[src/common/pause_fc_pkg.sv]
// Purpose: shared constants of the mac pause flow control block
// Assumes: 100 MHz mac clock, byte-wide frame streams
// Notes:   register map, field layout and frame timing live here
package pause_fc_pkg;

   // register map (printed offsets, plain register port)
   localparam logic [7:0]  FLOW_OFFSET       = 8'h08;
   localparam logic [31:0] FLOW_RESET        = 32'h0000_0000;

   // pause_flow_control field positions
   localparam int          PAUSE_TIME_LSB    = 16;
   localparam int          PASS_CTRL_BIT     = 2;
   localparam int          FLOW_EN_BIT       = 1;
   localparam int          BUSY_BIT          = 0;

   // pause frame layout: 60 bytes before the appended fcs
   localparam logic [5:0]  FRAME_LAST_IDX    = 6'h3b;
   localparam logic [5:0]  SRC_ADDR_IDX      = 6'h06;
   localparam logic [5:0]  TYPE_IDX          = 6'h0c;
   localparam logic [5:0]  OPCODE_IDX        = 6'h0e;
   localparam logic [5:0]  PTIME_IDX         = 6'h10;
   localparam logic [5:0]  PAD_IDX           = 6'h12;
   localparam logic [47:0] PAUSE_DEST_ADDR   = 48'h0180_c200_0001;
   localparam logic [15:0] CTRL_ETHERTYPE    = 16'h8808;
   localparam logic [15:0] PAUSE_OPCODE      = 16'h0001;

   // slot time = 512 bit times, counted in mac clocks
   localparam int          CLK_PERIOD_PS     = 10000;
   localparam int          SLOT_BITS         = 512;
   localparam int          BIT_PS_100M       = 10000;
   localparam int          BIT_PS_10M        = 100000;
   localparam int          SLOT_CYCLES_100M  =
      (SLOT_BITS * BIT_PS_100M) / CLK_PERIOD_PS;
   localparam int          SLOT_CYCLES_10M   =
      (SLOT_BITS * BIT_PS_10M) / CLK_PERIOD_PS;
   localparam int          SLOT_CNT_W        = 13;

   // transmit sequencer states
   typedef enum logic [0:0] {
      TX_IDLE,
      TX_SEND
   } tx_state_t;

endpackage : pause_fc_pkg

[src/common/pause_frame_if.sv]
// Purpose: link between the flow control core and its frame byte source
// Assumes: one byte of latency from index to data
// Notes:   data for idx appear on the clock edge after idx is applied
interface pause_frame_if;
   logic [5:0]  idx;
   logic [47:0] src_addr;
   logic [15:0] pause_time;
   logic [7:0]  data;

   modport builder (
      input  idx,
      input  src_addr,
      input  pause_time,
      output data
   );

   modport user (
      output idx,
      output src_addr,
      output pause_time,
      input  data
   );
endinterface : pause_frame_if

[src/design/mac_pause_flow_control.sv]
// Purpose: pause frame send, pause receive and back pressure of the mac
// Assumes: all inputs come from mac logic on i_mclk, no synchronisers
// Notes:   one register, pause_flow_control, on the plain register port
//
// Operation
// - sent pause frames carry the standard control frame fields.
// - the pause time field of a sent frame is register bits 31-16.
// - in full duplex busy stays high from frame start until the cable reports the frame sent.
// - in half duplex busy is high while back pressure is asserted.
// - a valid pause frame's filter status follows pass control frames.
// - every received frame's data is forwarded whatever the settings.
// - an active filtering mode decides the filter status over pass.
// - with flow on in full duplex a pause stalls tx for time x slots.
// - with flow off no frames are decoded and no pause is applied.
// - in half duplex flow enable turns on back pressure.
// - no pause frame starts and no back pressure while tx is disabled; a frame already started is sent to its end.
//
// Strobed register access was decided locally.
module mac_pause_flow_control
   import pause_fc_pkg::*;
#(
   parameter logic [SLOT_CNT_W-1:0] SLOT_CYCLES_10 =
      SLOT_CNT_W'(SLOT_CYCLES_10M)
)(
   // clock and reset
   input  wire logic        i_mclk,
   input  wire logic        i_reset,
   // register port
   input  wire logic [7:0]  i_reg_addr,
   input  wire logic [31:0] i_reg_wdata,
   input  wire logic        i_reg_wr,
   input  wire logic        i_reg_rd,
   output logic      [31:0] o_reg_rdata,
   // mac mode
   input  wire logic        i_full_duplex,
   input  wire logic        i_speed_100,
   input  wire logic        i_tx_enable,
   input  wire logic [47:0] i_station_addr,
   // flow requests from the receive buffer side
   input  wire logic        i_pause_req,
   input  wire logic        i_rx_congested,
   // pause frame stream to the transmitter
   output logic      [7:0]  o_tx_data,
   output logic             o_tx_valid,
   output logic             o_tx_last,
   input  wire logic        i_tx_ready,
   input  wire logic        i_tx_done,
   // transmitter stall and back pressure
   output logic             o_tx_pause,
   output logic             o_back_pressure,
   // received frame stream from the mac
   input  wire logic [7:0]  i_rxd,
   input  wire logic        i_rx_valid,
   input  wire logic        i_rx_sof,
   input  wire logic        i_rx_eof,
   input  wire logic        i_rx_good,
   input  wire logic        i_filter_pass,
   input  wire logic        i_filter_mode_active,
   // received frame stream to the application
   output logic      [7:0]  o_rxd,
   output logic             o_rx_valid,
   output logic             o_rx_sof,
   output logic             o_rx_eof,
   output logic             o_rx_status_valid,
   output logic             o_rx_filter
);

   // ---------------- register port ----------------
   logic [15:0] pause_time_reg;
   logic        pass_ctrl_reg;
   logic        flow_en_reg;
   logic        busy;
   logic        flow_sel;
   logic        flow_wr;
   logic [31:0] flow_read;
   logic [31:0] rdata_next;

   // address decode and read mux
   assign flow_sel   = (i_reg_addr == FLOW_OFFSET);
   assign flow_wr    = i_reg_wr && flow_sel;
   assign flow_read  = {pause_time_reg, 13'h0000, pass_ctrl_reg,
                        flow_en_reg, busy};
   assign rdata_next = (i_reg_rd && flow_sel) ? flow_read : 32'h0000_0000;

   // control fields; the busy position of the write data is dropped
   always_ff @(posedge i_mclk or posedge i_reset) begin
      if (i_reset) begin
         pause_time_reg <= FLOW_RESET[31:16];
         pass_ctrl_reg  <= FLOW_RESET[PASS_CTRL_BIT];
         flow_en_reg    <= FLOW_RESET[FLOW_EN_BIT];
      end else if (flow_wr) begin
         pause_time_reg <= i_reg_wdata[31:PAUSE_TIME_LSB];
         pass_ctrl_reg  <= i_reg_wdata[PASS_CTRL_BIT];
         flow_en_reg    <= i_reg_wdata[FLOW_EN_BIT];
      end
   end

   // read data, valid only in the cycle after the read strobe
   always_ff @(posedge i_mclk or posedge i_reset) begin
      if (i_reset) begin
         o_reg_rdata <= 32'h0000_0000;
      end else begin
         o_reg_rdata <= rdata_next;
      end
   end

   // ---------------- pause frame transmit ----------------
   tx_state_t   tx_state_reg;
   tx_state_t   tx_state_next;
   logic [5:0]  tx_idx_reg;
   logic [5:0]  tx_idx_next;
   logic        tx_start;
   logic        tx_step;
   logic        tx_end;
   logic        tx_valid_next;
   logic        tx_last_next;
   logic        wait_done_reg;
   logic        fd_busy_reg;

   pause_frame_if frm ();

   // frame byte source; byte for tx_idx_next lands with tx_idx_reg
   assign frm.idx        = tx_idx_next;
   assign frm.src_addr   = i_station_addr;
   assign frm.pause_time = pause_time_reg;

   pause_frame_rom u_rom (
      .i_mclk  (i_mclk),
      .i_reset (i_reset),
      .frm     (frm)
   );

   // start only in full duplex with the transmitter on and not busy
   assign tx_start = (tx_state_reg == TX_IDLE) && !fd_busy_reg &&
                     i_pause_req && i_full_duplex && i_tx_enable;
   assign tx_step  = (tx_state_reg == TX_SEND) && i_tx_ready;
   assign tx_end   = tx_step && (tx_idx_reg == FRAME_LAST_IDX);

   // sequencer next state
   always_comb begin
      tx_state_next = tx_state_reg;
      tx_idx_next   = tx_idx_reg;
      tx_valid_next = 1'b0;
      tx_last_next  = 1'b0;
      unique case (tx_state_reg)
         TX_IDLE: begin
            if (tx_start) begin
               tx_state_next = TX_SEND;
               tx_idx_next   = 6'h00;
               tx_valid_next = 1'b1;
            end
         end
         TX_SEND: begin
            tx_valid_next = 1'b1;
            if (tx_end) begin
               tx_state_next = TX_IDLE;
               tx_valid_next = 1'b0;
            end else if (tx_step) begin
               tx_idx_next = tx_idx_reg + 6'h01;
            end
            tx_last_next = tx_valid_next &&
                           (tx_idx_next == FRAME_LAST_IDX);
         end
      endcase
   end

   // sequencer registers
   always_ff @(posedge i_mclk or posedge i_reset) begin
      if (i_reset) begin
         tx_state_reg <= TX_IDLE;
         tx_idx_reg   <= 6'h00;
         o_tx_valid   <= 1'b0;
         o_tx_last    <= 1'b0;
      end else begin
         tx_state_reg <= tx_state_next;
         tx_idx_reg   <= tx_idx_next;
         o_tx_valid   <= tx_valid_next;
         o_tx_last    <= tx_last_next;
      end
   end

   assign o_tx_data = frm.data;

   // full duplex busy: frame start until the cable reports it sent
   always_ff @(posedge i_mclk or posedge i_reset) begin
      if (i_reset) begin
         fd_busy_reg   <= 1'b0;
         wait_done_reg <= 1'b0;
      end else begin
         if (tx_start) begin
            fd_busy_reg   <= 1'b1;
            wait_done_reg <= 1'b0;
         end else if (tx_end) begin
            wait_done_reg <= 1'b1;
         end else if (wait_done_reg && i_tx_done) begin
            fd_busy_reg   <= 1'b0;
            wait_done_reg <= 1'b0;
         end
      end
   end

   // ---------------- half duplex back pressure ----------------
   logic bp_next;

   assign bp_next = !i_full_duplex && flow_en_reg &&
                    i_tx_enable && i_rx_congested;

   always_ff @(posedge i_mclk or posedge i_reset) begin
      if (i_reset) begin
         o_back_pressure <= 1'b0;
      end else begin
         o_back_pressure <= bp_next;
      end
   end

   // busy view depends on the duplex mode
   assign busy = i_full_duplex ? fd_busy_reg
                               : o_back_pressure;

   // ---------------- pause frame receive decode ----------------
   logic [4:0]  rx_cnt_reg;
   logic [4:0]  rx_pos;
   logic        rx_match_reg;
   logic        rx_match_cur;
   logic [15:0] rx_ptime_reg;
   logic [7:0]  rx_expect;
   logic        rx_checked;
   logic        rx_byte_ok;
   logic        rx_end;
   logic        pause_ok;
   logic        filter_next;

   // position of the current byte within the frame
   assign rx_pos = i_rx_sof ? 5'h00 : rx_cnt_reg;

   // expected header bytes of a pause frame
   always_comb begin
      rx_expect  = 8'h00;
      rx_checked = 1'b1;
      if (rx_pos < 5'(SRC_ADDR_IDX)) begin
         rx_expect = PAUSE_DEST_ADDR[8'(47 - 8 * rx_pos) -: 8];
      end else if (rx_pos == 5'(TYPE_IDX)) begin
         rx_expect = CTRL_ETHERTYPE[15:8];
      end else if (rx_pos == 5'(TYPE_IDX) + 5'h01) begin
         rx_expect = CTRL_ETHERTYPE[7:0];
      end else if (rx_pos == 5'(OPCODE_IDX)) begin
         rx_expect = PAUSE_OPCODE[15:8];
      end else if (rx_pos == 5'(OPCODE_IDX) + 5'h01) begin
         rx_expect = PAUSE_OPCODE[7:0];
      end else begin
         rx_checked = 1'b0;
      end
   end

   assign rx_byte_ok   = !rx_checked || (i_rxd == rx_expect);
   assign rx_match_cur = (i_rx_sof ? 1'b1 : rx_match_reg) && rx_byte_ok;
   assign rx_end       = i_rx_valid && i_rx_eof;

   // whole frame decision; nothing is decoded while flow is off
   assign pause_ok = rx_end && flow_en_reg && i_rx_good &&
                     rx_match_cur && (rx_pos >= 5'(PAD_IDX));

   // filter status: filtering mode first, then pause frame option
   assign filter_next = i_filter_mode_active ? i_filter_pass
                      : pause_ok             ? pass_ctrl_reg
                      : i_filter_pass;

   // byte position, header match and captured pause time
   always_ff @(posedge i_mclk or posedge i_reset) begin
      if (i_reset) begin
         rx_cnt_reg   <= 5'h00;
         rx_match_reg <= 1'b0;
         rx_ptime_reg <= 16'h0000;
      end else if (i_rx_valid) begin
         rx_match_reg <= rx_match_cur;
         if (rx_pos != 5'h1f) begin
            rx_cnt_reg <= rx_pos + 5'h01;
         end
         if (rx_pos == 5'(PTIME_IDX)) begin
            rx_ptime_reg[15:8] <= i_rxd;
         end
         if (rx_pos == 5'(PTIME_IDX) + 5'h01) begin
            rx_ptime_reg[7:0] <= i_rxd;
         end
      end
   end

   // every frame passes through to the application with its status
   always_ff @(posedge i_mclk or posedge i_reset) begin
      if (i_reset) begin
         o_rxd             <= 8'h00;
         o_rx_valid        <= 1'b0;
         o_rx_sof          <= 1'b0;
         o_rx_eof          <= 1'b0;
         o_rx_status_valid <= 1'b0;
         o_rx_filter       <= 1'b0;
      end else begin
         o_rxd             <= i_rxd;
         o_rx_valid        <= i_rx_valid;
         o_rx_sof          <= i_rx_valid && i_rx_sof;
         o_rx_eof          <= rx_end;
         o_rx_status_valid <= rx_end;
         if (rx_end) begin
            o_rx_filter <= filter_next;
         end
      end
   end

   // ---------------- transmit pause timer ----------------
   logic [15:0]           quanta_reg;
   logic [SLOT_CNT_W-1:0] slot_cnt_reg;
   logic [SLOT_CNT_W-1:0] slot_load;
   logic                  pause_load;

   assign slot_load  = i_speed_100 ? SLOT_CNT_W'(SLOT_CYCLES_100M - 1)
                                   : SLOT_CYCLES_10 - SLOT_CNT_W'(1);
   assign pause_load = pause_ok && i_full_duplex;

   // counts pause quanta of one slot time each
   always_ff @(posedge i_mclk or posedge i_reset) begin
      if (i_reset) begin
         quanta_reg   <= 16'h0000;
         slot_cnt_reg <= '0;
      end else if (!flow_en_reg) begin
         quanta_reg   <= 16'h0000;
         slot_cnt_reg <= '0;
      end else if (pause_load) begin
         quanta_reg   <= rx_ptime_reg;
         slot_cnt_reg <= slot_load;
      end else if (quanta_reg != 16'h0000) begin
         if (slot_cnt_reg == '0) begin
            quanta_reg   <= quanta_reg - 16'h0001;
            slot_cnt_reg <= slot_load;
         end else begin
            slot_cnt_reg <= slot_cnt_reg - SLOT_CNT_W'(1);
         end
      end
   end

   // transmitter stall while quanta remain
   always_ff @(posedge i_mclk or posedge i_reset) begin
      if (i_reset) begin
         o_tx_pause <= 1'b0;
      end else begin
         o_tx_pause <= flow_en_reg && (quanta_reg != 16'h0000);
      end
   end

endmodule : mac_pause_flow_control

[src/design/pause_frame_rom.sv]
// Purpose: produces the bytes of an outgoing pause control frame
// Assumes: index is stable around the clock edge, same clock as the core
// Notes:   output byte is registered; fcs is appended by the mac later
module pause_frame_rom
   import pause_fc_pkg::*;
(
   // clock and reset
   input  wire logic        i_mclk,
   input  wire logic        i_reset,
   // frame byte port
   pause_frame_if.builder   frm
);

   logic [7:0] byte_next;
   logic [5:0] rel_idx;

   // byte offset inside the source address field
   assign rel_idx = frm.idx - SRC_ADDR_IDX;

   // field selection by byte index
   always_comb begin
      byte_next = 8'h00;
      if (frm.idx < SRC_ADDR_IDX) begin
         byte_next = PAUSE_DEST_ADDR[8'(47 - 8 * frm.idx) -: 8];
      end else if (frm.idx < TYPE_IDX) begin
         byte_next = frm.src_addr[8'(47 - 8 * rel_idx) -: 8];
      end else if (frm.idx == TYPE_IDX) begin
         byte_next = CTRL_ETHERTYPE[15:8];
      end else if (frm.idx == TYPE_IDX + 6'h01) begin
         byte_next = CTRL_ETHERTYPE[7:0];
      end else if (frm.idx == OPCODE_IDX) begin
         byte_next = PAUSE_OPCODE[15:8];
      end else if (frm.idx == OPCODE_IDX + 6'h01) begin
         byte_next = PAUSE_OPCODE[7:0];
      end else if (frm.idx == PTIME_IDX) begin
         byte_next = frm.pause_time[15:8];
      end else if (frm.idx == PTIME_IDX + 6'h01) begin
         byte_next = frm.pause_time[7:0];
      end
   end

   // registered byte out, zero pad past the pause time
   always_ff @(posedge i_mclk or posedge i_reset) begin
      if (i_reset) begin
         frm.data <= 8'h00;
      end else begin
         frm.data <= byte_next;
      end
   end

endmodule : pause_frame_rom

[config.mk]
export PLATFORM = sky130hd
export DESIGN_NAME = mac_pause_flow_control
export DESIGN_NICKNAME = d
export VERILOG_FILES = /design/src/common/pause_fc_pkg.sv /design/src/common/pause_frame_if.sv /design/src/design/mac_pause_flow_control.sv /design/src/design/pause_frame_rom.sv
export SDC_FILE = /design/constraint.sdc
export NUM_CORES = 1
export LEC_CHECK = 0
export ABC_AREA = 1
export BUFFER_PORTS_ARGS = -buffer_cell sky130_fd_sc_hd__buf_2
export CAP_MARGIN = 20
export CORE_MARGIN = 5
export CORE_UTILIZATION = 26
export CTS_CLUSTER_SIZE = 16
export DETAILED_ROUTE_END_ITERATION = 6
export PLACE_DENSITY = 0.57
export SLEW_MARGIN = 30
export SYNTH_ARGS = -nofsm -noshare
export SYNTH_HDL_FRONTEND = slang
export SYNTH_SLANG_ARGS = --single-unit
[constraint.sdc]
create_clock -name i_mclk -period 3.65 [get_ports i_mclk]
set_input_delay 0.365 -clock i_mclk [delete_from_list [all_inputs] [get_ports i_mclk]]
set_output_delay 0.365 -clock i_mclk [all_outputs]
set_load 0.1 [all_outputs]
==> qor.txt <==
Sequential element share of the synthesized area = 44.08%
# hold bufs at CTS = 0
Synth Cell Area = 6813 um2
Antenna violations before repair = 0
Setup Viol. Count Final = 0
Final hold violation count = 0
Chip Width = 171.9 um
Peak supply drop = 0.0004999 V
Synth top area share = 44.08%
TritonRoute pass-1 iters = 5
Critical Path Fanout Max = 10
Element type at the critical path end = flop
Design Area, Final = 8483 um2
Status = finished, final reports clean
WL per Instance = 13.92 um
Die area = 29,540 um2
Total GRT Usage = 12.74%
Largest net degree at the start of global routing = 65
PwrDens = 851.4 nW/um2
Vias in the first global route = 5,756
Most flop-heavy register = o_reg_rdata
Mean Syn Cell Area = 7.724 um2
# rows = 59
Final TNS setup = 0 ps
R2R depth = 14
Critical path origin = tx_idx_reg[0]
Die height = 171.9 um
Clk root buf = clkbuf_16
WS Path Type = flop to flop
Ys Warns = 0
Period utilisation layout = 80.54%
Worst setup SP type = flop
CP Data Arrival Time = 3280 ps
DR vias = 6,162
Fmax = 0.3402 GHz
Synth Register Bits = 120
DR DRC count = 0
Core region area = 25,910 um2
CTS max path bufs = 2
Synth Instances = 882
Max Cap Viol = 0
Leak = 4.513 nW
Share of cells above drive strength 1 = 21.61%
R2R setup slack = 710 ps
Worst-Margin Slew = 837.9 ps
Fill count = 2,780
Global placement routability congestion = 0.8163
Commonest non-fill, non-tap cell in the layout = nand2_1
Grt ovf = 0
First-pass GRT wire length = 30.09 mm
HP Class = input pin to flop
Initial core utilization = 26.29%
Cell Area, Placed = 7841 um2
I/O pins = 170
Most frequent cells in the layout = 185 x nand2_1, 142 x buf_2, 122 x inv_1, 120 x dfrtp_1, 92 x nor2_1
Quantity of gates resized following cts = 0
CP Data Required Time = 3990 ps
Relative slew margins = 44.14%
Layout area overhead = 24.52%
Final #Nets = 1,153
Total CTS buffers = 17
Post-CTS setup buffers = 0
Tmin final = 2940 ps
Port bufs = 142
Yosys top cell by area = dfrtp_1
FFs w/ async S/R, synth = 100.0%
Worst Setup EP = u_rom.frm.data[4]
Unrepaired setup endpoints after global routing = no
Remaining antenna violation count after routing = 0
Initial DRC Count = 389
Max Clock Skew = 7.745 ps
Antenna cells = 0
Final wirelength = 19.16 mm
Largest cells by area after synthesis = dfrtp_1 44%, nand2_1 10%, inv_1 6.8%, nand3_1 5.5%, nor2_1 5.1%
RR Endpoint = u_rom.frm.data[4]
Max Slew Vio Count = 0
Worst skew pair latency = 420 ps
Clock H-tree levels = 4
Flip-flop count of the largest register after layout = 19
Vias per inst = 4.478
CTS Sinks = 120
Main synth FF type = dfrtp_1
Yosys cell types = 49
DP HPWL = 14.36 mm
TritonCTS clock tree = yes
Post-synth EDFFs = 0
Worst-path clk slew = 60 ps
Reg2reg start = tx_idx_reg[0]
==> kinds of logic (layout without fill, tap and decap cells) <==
group | count (synthesis) | in the layout | synth area share [%]
mux | 3 | 3 | 0.4408
simple gates | 436 | 436 | 29.83
flops | 120 | 120 | 44.08
xor+xnor | 19 | 19 | 2.443
other cells | 1 | 13 | 0.05504
compound gates | 130 | 130 | 10.95
fa+ha+maj | 12 | 12 | 2.204
buf+inv | 161 | 308 | 10.01
==> cells in the mapped netlist, types with 16 or more instances <==
cell type	count
nand3_1	75
nor3_1	19
nor2_1	92
o21ai_1	19
o21ai_0	56
nand2_1	185
xor2_1	17
inv_1	123
buf_4	16
a21oi_1	27
dfrtp_1	120
nand4_1	18
==> stage by stage <==
stage | utilization (%) | hold slack [ps] | setup WS (ps) | cells | power (mW)
2_1_floorplan | - | 396.4 | 99.18 | 894 | 4.665
3_3_place_gp | 30.26 | 468.6 | 778.7 | 1344 | 5.349
3_5_place_dp | 30.26 | 473.7 | 704.2 | 1344 | 5.408
4_1_cts | 32.74 | 50.23 | 662.7 | 1376 | 7.290
5_1_grt | 32.74 | 47.72 | 326.9 | 1376 | 7.821
6_report | 32.74 | 64.40 | 710.4 | 1376 | 7.222
==> where the power goes <==
part / internal (mW) / switching [mW] / leakage (nW)
registers: 1.59 / 0.216 / 1.49
logic: 1.11 / 2.46 / 2.71
clock network: 1.16 / 0.688 / 0.307
total: 3.86 / 3.36 / 4.51
==> final cells by class <==
| cell class | instances | area, um2 | share of cell area, % |
|---|---|---|---|
| flip-flops and latches | 120 | 3003 | 35.40 |
| well taps | 335 | 419.2 | 4.941 |
| clock inverters | 15 | 216.5 | 2.552 |
| multi-input cells | 613 | 3173 | 37.40 |
| clock buffers | 17 | 425.4 | 5.015 |
| repair buffers | 146 | 753.2 | 8.879 |
| inverters | 130 | 493.0 | 5.811 |
==> worst min-delay path by stage <==
stage / from / to / slack [ps] / cells past startpoint
global route: i_rxd[4] / o_rxd[4] / 50 / 1
CTS: i_rxd[4] / o_rxd[4] / 50 / 1
global placement: rx_ptime_reg[6] / rx_ptime_reg[6] / 470 / 2
floorplan: i_rx_valid / o_rx_valid / 400 / 0
finish: i_rxd[4] / o_rxd[4] / 60 / 1
detailed placement: rx_ptime_reg[6] / rx_ptime_reg[6] / 470 / 2
==> layer usage <==
| layer | wire, um | global-route usage (%) |
|---|---|---|
| met4 | 249 | 3.554 |
| met2 | 8718 | 20.83 |
| met3 | 1319 | 2.972 |
| met1 | 8868 | 16.99 |
| met5 | 0 | 0 |
==> critical path, cell delays in order (launching register included) <==
cell and delay (ps):
dfrtp_1 470, ha_1 230, nand2_1 60, inv_1 170, nand3_4 160, nand4_1 110, nand2_1 180, ha_1 420
inv_1 100, nand2_4 120, and2_1 280, o21ai_1 110, o21bai_1 190, nand3_1 100, a21oi_1 150
(Power assumes the default switching activity.)
